--- config.mk ---
export PLATFORM = sky130hd
export DESIGN_NAME = p7gpio_top
export DESIGN_NICKNAME = d
export VERILOG_FILES = /design/src/rtl/p7gpio_reg8.v /design/src/rtl/p7gpio_pin_cell.v /design/src/rtl/p7gpio_top.v
export VERILOG_INCLUDE_DIRS = /design/src /design/src/rtl
export SDC_FILE = /design/constraint.sdc
export NUM_CORES = 1
export LEC_CHECK = 0
export BUFFER_PORTS_ARGS = -buffer_cell sky130_fd_sc_hd__buf_2
export CORE_MARGIN = 4
export CORE_UTILIZATION = 35
export DETAILED_ROUTE_END_ITERATION = 6
export SKIP_CTS_REPAIR_TIMING = 1
export SLEW_MARGIN = 10
export SYNTH_ARGS = -nofsm -noshare
export SYNTH_HDL_FRONTEND = slang
export SYNTH_SLANG_ARGS = --single-unit
--- constraint.sdc ---
create_clock -name aclk -period 1.8 [get_ports aclk]
set_clock_uncertainty 0.15 [all_clocks]
set_input_delay 0.27 -clock aclk [delete_from_list [all_inputs] [get_ports aclk]]
set_output_delay 0.27 -clock aclk [all_outputs]
set_load 0.05 [all_outputs]
--- src/rtl/p7gpio_consts.vh ---
// Constants for the eight-bit general-purpose port with register access over AXI4-Lite.
`ifndef P7GPIO_CONSTS_VH
`define P7GPIO_CONSTS_VH

// Register indices; the byte address of each register is four times its index.
`define P7G_IDX_W 16
`define P7G_IDX_LATCH 16'hFFDA
`define P7G_IDX_DIR 16'hFFEA
`define P7G_IDX_LCDCTL 16'hFFC0

// Reset values.
`define P7G_RST_LATCH 8'h00
`define P7G_RST_DIR 8'h00
`define P7G_RST_LCDCTL 4'h0

// Read values and field layout.
`define P7G_DIR_READ 8'hFF
`define P7G_SGS_W 4
`define P7G_SGS_MSB 3
`define P7G_SGS_HI_MSB 3
`define P7G_SGS_HI_LSB 2
`define P7G_SGS_HI_IO 2'h0
`define P7G_SGS_LO_IO 1'h0
`define P7G_PIN_SPLIT 4

// AXI4-Lite response codes and bus widths.
`define P7G_RESP_OKAY 2'h0
`define P7G_RESP_SLVERR 2'h2
`define P7G_DATA_W 32
`define P7G_STRB_W 4
`define P7G_LANE0 0
`define P7G_WORD_LSB 2
`define P7G_ZERO32 32'h00000000

`endif

--- src/rtl/p7gpio_reg8.v ---
// Resettable register with a write enable, used for each software-visible setting.
`default_nettype none

module p7gpio_reg8 #(
    parameter WIDTH = 8,
    parameter [WIDTH-1:0] RESET_VALUE = {WIDTH{1'b0}}
) (
    input wire aclk,
    input wire aresetn,
    input wire we,
    input wire [WIDTH-1:0] d,
    output reg [WIDTH-1:0] q_r
);

    always @(posedge aclk)
    begin
        if (!aresetn)
        begin
            q_r <= RESET_VALUE;
        end
        else if (we)
        begin
            q_r <= d;
        end
    end

endmodule

`default_nettype wire

--- src/rtl/p7gpio_pin_cell.v ---
// Output stage of one port pin: drive value, driver enable and read-back bit.
`default_nettype none

module p7gpio_pin_cell (
    input wire aclk,
    input wire aresetn,
    input wire gpio_sel,
    input wire dir_out,
    input wire latch_bit,
    input wire pin_in,
    output wire rd_bit,
    output reg pin_out_r,
    output reg pin_oe_n_r
);

    // Output-direction bits return the latch, input-direction bits the pin.
    assign rd_bit = dir_out ? latch_bit : pin_in;

    // The enable is low while the pin is driven; a segment pin leaves it to the LCD side.
    always @(posedge aclk)
    begin
        if (!aresetn)
        begin
            pin_out_r <= 1'b0;
            pin_oe_n_r <= 1'b1;
        end
        else
        begin
            pin_out_r <= gpio_sel & dir_out & latch_bit;
            pin_oe_n_r <= ~(gpio_sel & dir_out);
        end
    end

endmodule

`default_nettype wire

--- src/rtl/p7gpio_top.v ---
// Eight-bit general-purpose port with AXI4-Lite register access and LCD pin sharing.
`include "p7gpio_consts.vh"
`default_nettype none

module p7gpio_top #(
    parameter ADDR_W = 18,
    parameter NPINS = 8
) (
    input wire aclk,
    input wire aresetn,
    input wire [ADDR_W-1:0] s_axi_awaddr,
    input wire [2:0] s_axi_awprot,
    input wire s_axi_awvalid,
    output reg s_axi_awready,
    input wire [`P7G_DATA_W-1:0] s_axi_wdata,
    input wire [`P7G_STRB_W-1:0] s_axi_wstrb,
    input wire s_axi_wvalid,
    output reg s_axi_wready,
    output reg [1:0] s_axi_bresp,
    output reg s_axi_bvalid,
    input wire s_axi_bready,
    input wire [ADDR_W-1:0] s_axi_araddr,
    input wire [2:0] s_axi_arprot,
    input wire s_axi_arvalid,
    output reg s_axi_arready,
    output reg [`P7G_DATA_W-1:0] s_axi_rdata,
    output reg [1:0] s_axi_rresp,
    output reg s_axi_rvalid,
    input wire s_axi_rready,
    input wire [NPINS-1:0] port_pin_in,
    output wire [NPINS-1:0] port_pin_out,
    output wire [NPINS-1:0] port_pin_oe_n,
    output wire [`P7G_SGS_W-1:0] segment_select_field
);

    // Write channel state.
    reg aw_held_r;
    reg [ADDR_W-1:0] aw_addr_r;
    reg w_held_r;
    reg [`P7G_DATA_W-1:0] w_data_r;
    reg [`P7G_STRB_W-1:0] w_strb_r;

    // Register contents.
    wire [NPINS-1:0] port_output_latch;
    wire [NPINS-1:0] port_direction;
    wire [`P7G_SGS_W-1:0] lcd_port_control;

    // Per-pin signals.
    wire [NPINS-1:0] gpio_sel;
    wire [NPINS-1:0] port_read;

    // Write decode.
    wire aw_take;
    wire w_take;
    wire wr_go;
    wire wr_lane0;
    wire [`P7G_IDX_W-1:0] wr_idx;
    wire wr_hit_latch;
    wire wr_hit_dir;
    wire wr_hit_lcd;
    wire wr_mapped;

    // Read decode.
    wire ar_take;
    wire [`P7G_IDX_W-1:0] rd_idx;
    reg [`P7G_DATA_W-1:0] rd_data_nxt;
    reg [1:0] rd_resp_nxt;

    assign aw_take = s_axi_awvalid & s_axi_awready;
    assign w_take = s_axi_wvalid & s_axi_wready;
    assign wr_go = aw_held_r & w_held_r & ~s_axi_bvalid;
    assign wr_lane0 = w_strb_r[`P7G_LANE0];

    assign wr_idx = aw_addr_r[ADDR_W-1:`P7G_WORD_LSB];
    assign wr_hit_latch = (wr_idx == `P7G_IDX_LATCH);
    assign wr_hit_dir = (wr_idx == `P7G_IDX_DIR);
    assign wr_hit_lcd = (wr_idx == `P7G_IDX_LCDCTL);
    assign wr_mapped = wr_hit_latch | wr_hit_dir | wr_hit_lcd;

    // Address and data are caught in either order and held until both are present.
    always @(posedge aclk)
    begin
        if (!aresetn)
        begin
            aw_held_r <= 1'b0;
            aw_addr_r <= {ADDR_W{1'b0}};
            s_axi_awready <= 1'b1;
        end
        else if (aw_take)
        begin
            aw_held_r <= 1'b1;
            aw_addr_r <= s_axi_awaddr;
            s_axi_awready <= 1'b0;
        end
        else if (wr_go)
        begin
            aw_held_r <= 1'b0;
        end
        else if (s_axi_bvalid && s_axi_bready)
        begin
            s_axi_awready <= 1'b1;
        end
    end

    always @(posedge aclk)
    begin
        if (!aresetn)
        begin
            w_held_r <= 1'b0;
            w_data_r <= `P7G_ZERO32;
            w_strb_r <= {`P7G_STRB_W{1'b0}};
            s_axi_wready <= 1'b1;
        end
        else if (w_take)
        begin
            w_held_r <= 1'b1;
            w_data_r <= s_axi_wdata;
            w_strb_r <= s_axi_wstrb;
            s_axi_wready <= 1'b0;
        end
        else if (wr_go)
        begin
            w_held_r <= 1'b0;
        end
        else if (s_axi_bvalid && s_axi_bready)
        begin
            s_axi_wready <= 1'b1;
        end
    end

    // The response is raised on the same edge as the register update.
    always @(posedge aclk)
    begin
        if (!aresetn)
        begin
            s_axi_bvalid <= 1'b0;
            s_axi_bresp <= `P7G_RESP_OKAY;
        end
        else if (wr_go)
        begin
            s_axi_bvalid <= 1'b1;
            s_axi_bresp <= wr_mapped ? `P7G_RESP_OKAY : `P7G_RESP_SLVERR;
        end
        else if (s_axi_bready)
        begin
            s_axi_bvalid <= 1'b0;
        end
    end

    p7gpio_reg8 #(
        .WIDTH(NPINS),
        .RESET_VALUE(`P7G_RST_LATCH)
    ) u_latch (
        .aclk(aclk),
        .aresetn(aresetn),
        .we(wr_go & wr_hit_latch & wr_lane0),
        .d(w_data_r[NPINS-1:0]),
        .q_r(port_output_latch)
    );

    p7gpio_reg8 #(
        .WIDTH(NPINS),
        .RESET_VALUE(`P7G_RST_DIR)
    ) u_dir (
        .aclk(aclk),
        .aresetn(aresetn),
        .we(wr_go & wr_hit_dir & wr_lane0),
        .d(w_data_r[NPINS-1:0]),
        .q_r(port_direction)
    );

    p7gpio_reg8 #(
        .WIDTH(`P7G_SGS_W),
        .RESET_VALUE(`P7G_RST_LCDCTL)
    ) u_lcdctl (
        .aclk(aclk),
        .aresetn(aresetn),
        .we(wr_go & wr_hit_lcd & wr_lane0),
        .d(w_data_r[`P7G_SGS_W-1:0]),
        .q_r(lcd_port_control)
    );

    assign segment_select_field = lcd_port_control;

    // Upper pins are general I/O only with the top two select bits clear,
    // lower pins whenever the top select bit is clear.
    genvar n;
    generate
        for (n = 0; n < NPINS; n = n + 1)
        begin : g_pin
            if (n >= `P7G_PIN_SPLIT)
            begin : g_hi
                assign gpio_sel[n] = (lcd_port_control[`P7G_SGS_HI_MSB:`P7G_SGS_HI_LSB]
                    == `P7G_SGS_HI_IO);
            end
            else
            begin : g_lo
                assign gpio_sel[n] = (lcd_port_control[`P7G_SGS_MSB]
                    == `P7G_SGS_LO_IO);
            end

            p7gpio_pin_cell u_cell (
                .aclk(aclk),
                .aresetn(aresetn),
                .gpio_sel(gpio_sel[n]),
                .dir_out(port_direction[n]),
                .latch_bit(port_output_latch[n]),
                .pin_in(port_pin_in[n]),
                .rd_bit(port_read[n]),
                .pin_out_r(port_pin_out[n]),
                .pin_oe_n_r(port_pin_oe_n[n])
            );
        end
    endgenerate

    // Read path: one read at a time, answered the cycle after the address is taken.
    assign ar_take = s_axi_arvalid & s_axi_arready;
    assign rd_idx = s_axi_araddr[ADDR_W-1:`P7G_WORD_LSB];

    always @*
    begin
        rd_data_nxt = `P7G_ZERO32;
        rd_resp_nxt = `P7G_RESP_OKAY;
        if (rd_idx == `P7G_IDX_LATCH)
        begin
            rd_data_nxt[NPINS-1:0] = port_read;
        end
        else if (rd_idx == `P7G_IDX_DIR)
        begin
            rd_data_nxt[NPINS-1:0] = `P7G_DIR_READ;
        end
        else if (rd_idx == `P7G_IDX_LCDCTL)
        begin
            rd_data_nxt[`P7G_SGS_W-1:0] = lcd_port_control;
        end
        else
        begin
            rd_resp_nxt = `P7G_RESP_SLVERR;
        end
    end

    always @(posedge aclk)
    begin
        if (!aresetn)
        begin
            s_axi_arready <= 1'b1;
            s_axi_rvalid <= 1'b0;
            s_axi_rdata <= `P7G_ZERO32;
            s_axi_rresp <= `P7G_RESP_OKAY;
        end
        else if (ar_take)
        begin
            s_axi_arready <= 1'b0;
            s_axi_rvalid <= 1'b1;
            s_axi_rdata <= rd_data_nxt;
            s_axi_rresp <= rd_resp_nxt;
        end
        else if (s_axi_rvalid && s_axi_rready)
        begin
            s_axi_rvalid <= 1'b0;
            s_axi_arready <= 1'b1;
        end
    end

endmodule

`default_nettype wire

==> Yosys cells after proc, flatten, opt, wreduce, memory -nomap -nowiden <==
Cells that the tools add are included.
{ "op_classes": {"eq_ne": 8, "mux": 29, "bitwise_logic": 39, "n_reduce_logical": 11} }
{ "ops": {"columns": ["operator", "count"], "rows": [
  ["16-bit == test, second input constant", 6],
  ["1-bit bitwise AND", 27],
  ["1-bit two-way mux", 21],
  ["4-bit two-way mux", 3],
  ["2-bit nonzero test", 6],
  ["1-bit NOT", 10],
  ["2-bit two-way mux", 4],
  ["8-bit two-way mux", 1],
  ["2-bit != test, second input constant", 2],
  ["2-bit AND reduction", 2],
  ["1-bit logical AND", 2],
  ["2-bit zero test", 1],
  ["1-bit OR", 2]
]} }
{ "word_totals": {"regBits": 82, "in_bits": 93, "out_inout_bits": 61, "wordCells": 119} }

==> Logic depth before layout (Yosys ltp) <==
Gate-level depths: netlist (run 1).
{ "depth": {"depth_word": 4, "depth_mapped": 5, "depth_no_buf": 4} }

==> Cells and area by module <==
A second synthesis (run 1) with hierarchy kept.
{ "unflattened": {"cells_unflattened": 341, "hier_area_um2": 3274.4} }
{ "modules_own_cells": {"columns": ["mod", "n_inst", "cells_each", "area_each_um2"], "rows": [
  ["p7gpio_top", 1, 238, 1954.4],
  ["p7gpio_reg8 (u_dir ...)", 2, 25, 301.5],
  ["p7gpio_pin_cell", 8, 5, 70.1],
  ["p7gpio_reg8 (u_lcdctl)", 1, 13, 156.4]
]} }

==> Worst setup path after synthesis (run 1) <==
OpenSTA, ideal clock, no wires.
{ "synth_path": {"path_type": "flip-flop to flip-flop", "from": "reg s_axi_arready", "to": "reg s_axi_rdata[0]", "arrival_ps": 1537, "t_required_ps": 1580, "setup_slack_ps": 43, "stages_incl_launch_ff": 6, "n_path_buf": 1, "synth_period_minus_slack_ps": 1757, "path_cell_list": "dfxtp_1 > and2_1 > clkbuf_2 > nand4_1 > a221o_1 > a21oi_1"} }
{ "synth_between": {"elab_chain_len": 1} }
{ "synth_rtl": {"columns": ["item", "line", "rtl"], "rows": [
  ["start: declaration", "p7gpio_top.v:25", "output reg s_axi_arready,"],
  ["start signal: assignment", "p7gpio_top.v:246", "s_axi_arready <= 1'b1;"],
  ["start signal: assignment", "p7gpio_top.v:253", "s_axi_arready <= 1'b0;"],
  ["start signal: assignment", "p7gpio_top.v:261", "s_axi_arready <= 1'b1;"],
  ["1-bit bitwise AND", "p7gpio_top.v:217", "assign ar_take = s_axi_arvalid & s_axi_arready;"],
  ["end signal: assignment", "p7gpio_top.v:248", "s_axi_rdata <= `P7G_ZERO32;"],
  ["end signal: assignment", "p7gpio_top.v:255", "s_axi_rdata <= rd_data_nxt;"],
  ["end: declaration", "p7gpio_top.v:26", "output reg [`P7G_DATA_W-1:0] s_axi_rdata,"]
]} }
No other way between the ends.
A chain may end at the register's enable or synchronous reset.

==> Worst setup path in the final report (run 1) <==
{ "layout_path": {"from": "reg s_axi_bvalid", "to": "reg u_dir.q_r[7]"} }
{ "layout_between": {"elab_chain_len": 4} }
{ "layout_rtl": {"columns": ["item", "line", "rtl"], "rows": [
  ["start: declaration", "p7gpio_top.v:20", "output reg s_axi_bvalid,"],
  ["start signal: assignment", "p7gpio_top.v:136", "s_axi_bvalid <= 1'b0;"],
  ["start signal: assignment", "p7gpio_top.v:141", "s_axi_bvalid <= 1'b1;"],
  ["start signal: assignment", "p7gpio_top.v:146", "s_axi_bvalid <= 1'b0;"],
  ["1-bit NOT", "p7gpio_top.v:71", "assign wr_go = aw_held_r & w_held_r & ~s_axi_bvalid;"],
  ["1-bit bitwise AND", "p7gpio_top.v:71", null],
  ["1-bit bitwise AND (2 in a row)", "p7gpio_top.v:167", ".we(wr_go & wr_hit_dir & wr_lane0),"],
  ["end signal: assignment", "p7gpio_reg8.v:19", "q_r <= RESET_VALUE;"],
  ["end signal: assignment", "p7gpio_reg8.v:23", "q_r <= d;"],
  ["end: declaration", "p7gpio_reg8.v:12", "output reg [WIDTH-1:0] q_r"]
]} }
No other way between the ends.

==> results of run 1 <==
[report_power, final]
group	internal [mW]	leakage (nW)	switching [mW]
clock	0.711	0.106	0.609
sequential	1.78	0.636	0.0415
combinational	0.145	0.939	0.339
total	2.64	1.68	0.990
[through the flow]
step	setup TNS, ps	hold WS [ps]
after detailed placement	0	255
final	0	13.5
after CTS	0	-11.6
after global routing	-104	3.76
after global placement	0	251
after floorplan	0	242
[path summary, 6_finish.rpt]
check | from | to
hold / removal | s_axi_awaddr[4] | aw_addr_r[4]
hold reg to reg | u_dir.q_r[7] | g_pin[7].u_cell.pin_oe_n_r
setup reg to reg | s_axi_bvalid | u_dir.q_r[7]
setup / recovery | s_axi_bvalid | u_dir.q_r[7]
[metal layers]
metal	up-vias	share of wire
li1	1374	-
met1	1211	0.44
met2	64	0.50
met3	5	0.051
met4	0	0.0073
met5	-	0
[logic make-up after synthesis]
logic type	Yosys count	synth area share
flops	78	0.470
simple gates	146	0.224
compound gates	61	0.107
buf+inv	59	0.119
mux	24	0.0723
other cells	1	0.00113
xor+xnor	2	0.00527
[cells in the final DEF, fill, tap and decap left out, types with 2 or more instances in the layout]
master | synthesis | layout
o221a_2 | 4 | 4
nor2_1 | 8 | 8
conb_1 | 1 | 26
dlygate4sd3_1 | 0 | 6
and3_4 | 0 | 2
o21ai_0 | 6 | 6
nand4_1 | 3 | 3
nor3b_1 | 2 | 2
clkbuf_8 | 0 | 11
a21oi_1 | 41 | 41
nand2_1 | 94 | 94
mux2i_1 | 24 | 24
inv_1 | 2 | 2
o21ai_1 | 4 | 4
nand4b_1 | 2 | 2
nand3_1 | 7 | 7
dfxtp_1 | 78 | 77
nand2b_1 | 2 | 2
buf_2 | 1 | 90
or4_4 | 2 | 2
a221o_1 | 4 | 4
buf_12 | 0 | 2
nor4_2 | 2 | 2
buf_4 | 42 | 11
and2_1 | 3 | 3
clkinv_2 | 0 | 3
and4_1 | 2 | 2
and3_1 | 10 | 8
[final cells by class]
cell class	instances	share of cell area
timing repair buffer	109	0.157
clock buffer	12	0.0384
sequential	78	0.388
clock inverter	4	0.0112
tap	129	0.0400
inverter	2	0.00186
multi-input combinational	259	0.364
[Yosys cell counts (2+ instances only)]
cell type,instances,share of area
nand2_1,94,0.11
dfxtp_1,78,0.47
buf_4,42,0.095
a21oi_1,41,0.062
mux2i_1,24,0.072
and3_1,10,0.019
clkbuf_1,10,0.011
nor2_1,8,0.0090
nand3_1,7,0.011
o21ai_0,6,0.0090
a221o_1,4,0.012
o21ai_1,4,0.0060
o221a_2,4,0.014
and2_1,3,0.0057
nand4_1,3,0.0057
and4_1,2,0.0053
buf_6,2,0.0068
inv_1,2,0.0023
nand2b_1,2,0.0038
nand4b_1,2,0.0053
nor3b_1,2,0.0045
nor4_2,2,0.0075
or4_4,2,0.0068
[registers in the layout, indices dropped and copies added, names as in the netlist, 4 cells and up]
name,flops
g_pin.u_cell.pin_out_r,8
aw_addr_r,16
g_pin.u_cell.pin_oe_n_r,8
w_data_r,8
u_dir.q_r,8
u_lcdctl.q_r,4
u_latch.q_r,8
s_axi_rdata,8
[tightest hold or removal path: stages]
cell and delay (ps):
buf_2 90, nand2_1 50, a21oi_1 50
==> flow_summary.json, run 1 <==
{
  "status": "complete, no violations",
  "pin_count": 154,
  "drcViolationCount": 0,
  "max-cap-violations": 0,
  "utilization": 0.437,
  "regArea_mm2": 0.00157,
  "n_antenna_cell": 0,
  "drive_gt1_frac": 0.287,
  "power_mw": 3.63,
  "ir_worst_vdd_mv": 0.434,
  "leakagePower_nw": 1.68,
  "period_needed_ps": 1700,
  "arrival_ps": 1820,
  "path_clk_slew_ps": 80,
  "vias": 2654,
  "clkSinkCount": 78,
  "crit_cells": 5,
  "slew_violations": 0,
  "wl_mm": 7.43,
  "use_met1": 0.157,
  "hold_class": "in2reg",
  "cp_max_fo": 8,
  "synth_area_per_cell_um2": 8.95,
  "stdcell_count": 593,
  "grtUsageTotal": 0.132,
  "cts_tree": "yes",
  "portBuffers": 90,
  "synth-edff-count": 0,
  "wire_per_inst_um": 12.5,
  "dieArea_mm2": 0.0111,
  "setup_ws_ps": 95.9,
  "cellPowerDensity_mw_per_mm2": 898,
  "grt_pass1_wl_mm": 11.6,
  "die_w_um": 105,
  "grt-busiest-layer": "met2",
  "hpwl_mm": 5.71,
  "multi_input_area_mm2": 0.00147,
  "finalHoldViolCount": 0,
  "r2r_cells": 5,
  "syn_to_final_growth_pct": 21.5,
  "clk_latency_ps": 340,
  "grt_util_met3": 0.0429,
  "period_share": 0.947,
  "die_h_um": 105,
  "num_rows": 35,
  "finalNetCount": 552,
  "crit_required_ps": 1910,
  "grt_pass1_vias": 2458,
  "drt_iter0_markers": 70,
  "post-place-ws_ps": 109,
  "cp_num_buf_inv": 1,
  "start_util": 0.360,
  "grt_overflow": 0,
  "clockBufferDepth": 2,
  "min_delay_path_depth": 3,
  "synth_cell_types": 40,
  "crit_path_start_kind": "flip-flop",
  "synth_flop_cell": "dfxtp_1",
  "max_freq_ghz": 0.587,
  "critPathCaptureType": "flip-flop",
  "setup_viol_count_final": 0,
  "postPlaceCellArea_mm2": 0.00375,
  "viasPerCell": 4.48,
  "yosysSeqAreaShare": 0.470,
  "slew_headroom": 0.664,
  "grt_max_degree": 33,
  "synth_warnings": 0,
  "synthArstFlopShare": 0,
  "drtAntennaViolNets": 0,
  "synthesis.area_mm2": 0.00332,
  "path_delay_family": "simple AND/OR/NAND/NOR gates",
  "grt_setup_unrepaired": "true",
  "cts_made_buffers": 9,
  "final_area_mm2": 0.00404,
  "ys_ff_latch": 78,
  "use_met2": 0.222,
  "core_area_mm2": 0.00924,
  "cpMaxStageDelayCell": "nor4_4",
  "firstDrtPassIters": 4,
  "r2r_slack_ps": 100,
  "final.fill_count": 951,
  "crit_type": "reg2reg",
  "cts_root_buffer": "clkbuf_8",
  "path_cells": "nand3b_1 > nor4_4 > and3_4 > buf_12 > mux2i_1",
  "place.gp.congestion": 0.720,
  "htree_levels": 3,
  "place_inst": 569,
  "antenna_found_initial": 0,
  "syn_inst": 371,
  "cpPeakStageDelay_ps": 350,
  "worstMarginPinSlew_ps": 502
}
No activity file was read; power rests on OpenSTA's default activity.
==> inputs of run 2 (changes only) <==
Settings changed: ABC_AREA from default to 1.
==> run 2 against run 1 <==
Compared with the run above: worst setup slack gained 150 ps; register-to-register slack better by 150 ps; clock power up 20%; first-iteration DRC count fell by 5.7%.
==> flow_summary.json, run 2 <==
{
  "status": "complete, no violations",
  "finalHoldViolCount": 0,
  "start_util": 0.358,
  "pin_count": 154,
  "synth_cell_types": 24,
  "cellPowerDensity_mw_per_mm2": 982,
  "final_area_mm2": 0.00406,
  "crit_type": "reg2reg",
  "synthArstFlopShare": 0,
  "critPathCaptureType": "flip-flop",
  "drt_iter0_markers": 66,
  "largest_register_ffs": 16,
  "cts_root_buffer": "clkbuf_8",
  "clk_latency_ps": 340,
  "setup-tns-final_ps": 0,
  "path_delay_family": "simple AND/OR/NAND/NOR gates",
  "firstDrtPassIters": 4,
  "grt_overflow": 0,
  "cpMaxStageDelayCell": "nor2_4",
  "antenna_found_initial": 1,
  "crit_required_ps": 1890,
  "portBuffers": 90,
  "syn_to_final_growth_pct": 17.2,
  "ir_worst_vdd_mv": 0.472,
  "max-cap-violations": 0,
  "cpPeakStageDelay_ps": 360,
  "post-place-ws_ps": 241,
  "core_area_mm2": 0.00968,
  "hpwl_mm": 5.42,
  "period_share": 0.866,
  "drtAntennaViolNets": 0,
  "yosysSeqAreaShare": 0.451,
  "grtUsageTotal": 0.128,
  "wl_mm": 7.30,
  "num_rows": 36,
  "path_cells": "nand2_1 > nor2_1 > nand4_1 > nor2_4 > nand3_1 > nand2_1 > nor2_1",
  "arrival_ps": 1650,
  "crit_path_start_kind": "flip-flop",
  "drcViolationCount": 0,
  "netSwitchingFraction": 0.272,
  "die_w_um": 107,
  "slew_violations": 0,
  "leakagePower_nw": 1.95,
  "hold_class": "in2reg",
  "power_frac_seq": 0.467,
  "slew_headroom": 0.620,
  "syn_inst": 476,
  "clockBufferDepth": 2,
  "synth_top_area_share": 0.451,
  "worstMarginPinSlew_ps": 569,
  "synth.largest_area_cell": "dfxtp_1",
  "viasPerCell": 4.24,
  "cts_made_buffers": 9,
  "power_mw": 3.99,
  "utilization": 0.419,
  "whs_ps": 24.5,
  "cts_tree": "yes",
  "synth-edff-count": 0,
  "finalNetCount": 641,
  "internal_power_mw": 2.90,
  "die_h_um": 107,
  "power.share.combinational": 0.134,
  "drive_gt1_frac": 0.216,
  "dieArea_mm2": 0.0116,
  "ys_ff_latch": 78,
  "grt_pass1_vias": 2745,
  "postPlaceCellArea_mm2": 0.00381,
  "synthTopCellsByArea": "dfxtp_1 45%, buf_4 9.5%, nand2_1 9.4%, nor2_1 9.3%, o21ai_0 6.5%",
  "layout_common_cells": "90 x buf_2, 87 x nand2_1, 86 x nor2_1",
  "setup_viol_count_final": 0,
  "synth_warnings": 0,
  "synth_area_per_cell_um2": 7.28,
  "grt_pass1_wl_mm": 11.8,
  "p_clk_frac": 0.399,
  "clkSinkCount": 78,
  "p_sw_mw": 1.08,
  "htree_levels": 3,
  "synth_most_common_cell": "nand2_1",
  "grt_max_degree": 71,
  "period_needed_ps": 1560,
  "synthesis.area_mm2": 0.00346,
  "synth_flop_cell": "dfxtp_1",
  "setup_ws_ps": 241,
  "cp_num_buf_inv": 0,
  "top_register": "aw_addr_r",
  "mostFrequentLayoutCell": "buf_2",
  "wire_per_inst_um": 10.6,
  "max_freq_ghz": 0.641,
  "synthTopCellsByCount": "87 x nand2_1, 86 x nor2_1, 78 x dfxtp_1",
  "stdcell_count": 686,
  "grt_setup_unrepaired": "false",
  "place_inst": 670,
  "place.gp.congestion": 0.761,
  "path_clk_slew_ps": 80,
  "cp_max_fo": 16,
  "vias": 2907
}
[run 2: cell count changes in the layout (fill, tap and decap cells not counted), moves of 4 or more]
cell and change:
o21ai_0 +39, nor2_1 +78, and3_1 -8, a21oi_1 -11, inv_1 +44, nand2_1 -7
a221o_1 -4, mux2i_1 -24, dlygate4sd3_1 -6, nand3_1 +23, buf_4 -9, o221a_2 -4
o21ai_1 -4
[run 2: final timing paths]
check | cells after the start | slack (ps) | startpoint | to
setup / recovery | 7 | 240 | aw_addr_r[10] | u_latch.q_r[6]
hold reg to reg | 1 | 280 | u_dir.q_r[4] | g_pin[4].u_cell.pin_oe_n_r
setup reg to reg | 7 | 240 | aw_addr_r[10] | u_latch.q_r[6]
hold / removal | 3 | 20 | s_axi_awaddr[12] | aw_addr_r[12]
[run 2: kinds of logic (layout without fill, tap and decap cells)]
group	count (synthesis)	after routing	synth area share
AO/OA/AOI/OAI	78	78	0.115
buffers and inverters	104	155	0.166
flip-flops	78	78	0.451
other	1	27	0.00108
AND/OR/NAND/NOR	215	215	0.268
[run 2: routing by layer]
| layer | part of all wire | vias to the layer above | global-route usage |
|---|---|---|---|
| met5 | 0.0016 | - | 0 |
| met4 | 0.015 | 2 | 0.0514 |
| met3 | 0.077 | 10 | 0.0408 |
| met2 | 0.46 | 78 | 0.218 |
| met1 | 0.44 | 1251 | 0.147 |
| li1 | - | 1566 | - |
[run 2: worst reg2reg max path: stages (launching register included)]
cell and delay (ps):
dfxtp_1 340, nand2_1 50, nor2_1 150, nand4_1 150
nor2_4 360, nand3_1 130, nand2_1 80, nor2_1 40
[run 2: area by class of cell]
| class | count | area (µm²) |
|---|---|---|
| flip-flops and latches | 78 | 1560 |
| repair buffers | 93 | 485 |
| diodes | 1 | 2.50 |
| multi-input cells | 319 | 1420 |
| fillers | 1044 | 5630 |
| clock buffers | 10 | 138 |
| well taps | 133 | 166 |
| inverters | 47 | 176 |
| clock inverters | 5 | 106 |
[run 2: power by group through the flow]
stage	clock [mW]	combinational, mW	sequential (mW)
after floorplan	0	0.354	1.99
after global placement	0	0.528	1.90
after detailed placement	0	0.537	1.90
after CTS	1.63	0.538	1.86
after global routing	1.70	0.587	1.88
final	1.59	0.533	1.86
==> inputs of run 3 (changes only) <==
Settings changed: HOLD_SLACK_MARGIN from default to 0.05.
==> run 3 against run 2 <==
Compared with the run above: worst hold slack better by 9.6 ps; count of clock-buffer cells in the layout is the same; combinational power increased by 3%; first-iteration DRC count up 18%; sequential share of layout area fell by 0.74 points; cell count up 1.2%; clock power about the same.
==> flow_summary.json, run 3 (synthesized netlist as in run 2, its figures left out) <==
{
  "status": "complete, no violations",
  "clockBufferDepth": 2,
  "finalHoldViolCount": 0,
  "critPathCaptureType": "flip-flop",
  "top_register": "aw_addr_r",
  "path_clk_slew_ps": 80,
  "max_freq_ghz": 0.639,
  "power_frac_seq": 0.466,
  "die_w_um": 107,
  "place_inst": 670,
  "dieArea_mm2": 0.0116,
  "largest_register_ffs": 16,
  "ir_worst_vdd_mv": 0.472,
  "max-cap-violations": 0,
  "hpwl_mm": 5.42,
  "portBuffers": 90,
  "drcViolationCount": 0,
  "final_area_mm2": 0.00414,
  "grt_pass1_wl_mm": 11.8,
  "syn_to_final_growth_pct": 19.5,
  "wire_per_inst_um": 10.6,
  "start_util": 0.358,
  "postPlaceCellArea_mm2": 0.00381,
  "clk_latency_ps": 340,
  "period_share": 0.870,
  "die_h_um": 107,
  "p_clk_frac": 0.398,
  "htree_levels": 3,
  "r2r_slack_ps": 230,
  "cts_root_buffer": "clkbuf_8",
  "leakagePower_nw": 1.99,
  "worstMarginPinSlew_ps": 569,
  "drtAntennaViolNets": 0,
  "crit_path_start_kind": "flip-flop",
  "pin_count": 154,
  "slew_violations": 0,
  "num_rows": 36,
  "crit_required_ps": 1890,
  "wl_mm": 7.36,
  "grt_overflow": 0,
  "firstDrtPassIters": 4,
  "power_mw": 4.00,
  "internal_power_mw": 2.92,
  "hold_class": "in2reg",
  "p_sw_mw": 1.09,
  "grtUsageTotal": 0.128,
  "layout_common_cells": "90 x buf_2, 87 x nand2_1, 86 x nor2_1",
  "finalNetCount": 649,
  "cellPowerDensity_mw_per_mm2": 967,
  "cts_tree": "yes",
  "netSwitchingFraction": 0.271,
  "drive_gt1_frac": 0.213,
  "reg2reg_from": "aw_addr_r[10]",
  "slew_headroom": 0.620,
  "mostFrequentLayoutCell": "buf_2",
  "cts_made_buffers": 9,
  "clkSinkCount": 78,
  "arrival_ps": 1660,
  "vias": 2925,
  "core_area_mm2": 0.00968,
  "antenna_found_initial": 1,
  "stdcell_count": 694,
  "grt_setup_unrepaired": "false",
  "grt_pass1_vias": 2745,
  "period_needed_ps": 1570,
  "power.share.combinational": 0.137,
  "place.gp.congestion": 0.761,
  "r2r_cells": 7,
  "drt_iter0_markers": 78,
  "setup_viol_count_final": 0,
  "r2r_end": "u_latch.q_r[1]",
  "setup.worst_path.start": "aw_addr_r[10]",
  "setup.worst_path.end": "u_latch.q_r[1]",
  "crit_type": "reg2reg",
  "viasPerCell": 4.21,
  "cp_max_fo": 16,
  "setup-tns-final_ps": 0,
  "grt_max_degree": 71
}
[run 3: cell count changes in the layout (fill, tap and decap cells not counted)]
cell           before  now
dlygate4sd3_1       0    8
[run 3: worst min path at each step]
stage | startpoint | endpoint | slack (ps) | cells after the start
finish | s_axi_awaddr[2] | aw_addr_r[2] | 30 | 3
detailed placement | u_dir.q_r[4] | g_pin[4].u_cell.pin_oe_n_r | 270 | 1
CTS | s_axi_awaddr[9] | aw_addr_r[9] | 1 | 3
global placement | u_dir.q_r[4] | g_pin[4].u_cell.pin_oe_n_r | 260 | 1
global route | s_axi_awaddr[2] | aw_addr_r[2] | 50 | 3
floorplan | u_dir.q_r[4] | g_pin[4].u_cell.pin_oe_n_r | 260 | 1
[run 3: power groups by stage]
stage                     registers, mW  logic (mW)  clock network [mW]
after floorplan                    1.99       0.354                   0
after global placement             1.90       0.528                   0
after detailed placement           1.90       0.537                   0
after CTS                          1.86       0.538                1.63
after global routing               1.88       0.602                1.70
final                              1.86       0.547                1.59
[run 3: stage by stage]
stage          worst slack [ps]  hold WS [ps]   util
6_report                    234          34.1  0.427
5_1_grt                    88.8          50.1  0.427
4_1_cts                     191          1.13  0.419
3_5_place_dp                241           265  0.394
3_3_place_gp                257           264  0.394
2_1_floorplan               213           256      -
[run 3: critical path, stage by stage, from the launching register on]
cell and delay, ps:
dfxtp_1 340, nand2_1 50, nor2_1 150, nand4_1 150, nor2_4 360, nand3_1 120
nand2_1 80, nor2_1 40
[run 3: final cells by class]
class / instances / area, µm²
diodes: 1 / 2.50
clock inverters: 5 / 106
clock buffers: 10 / 138
fillers: 1033 / 5550
well taps: 133 / 166
inverters: 47 / 176
repair buffers: 101 / 566
multi-input cells: 319 / 1420
flip-flops and latches: 78 / 1560
[run 3: routing by layer]
layer	vias up	track usage	wire, µm
met5	-	0	12
met4	2	0.0514	111
met3	10	0.0408	525
met2	74	0.218	3430
met1	1258	0.147	3280
li1	1581	-	-
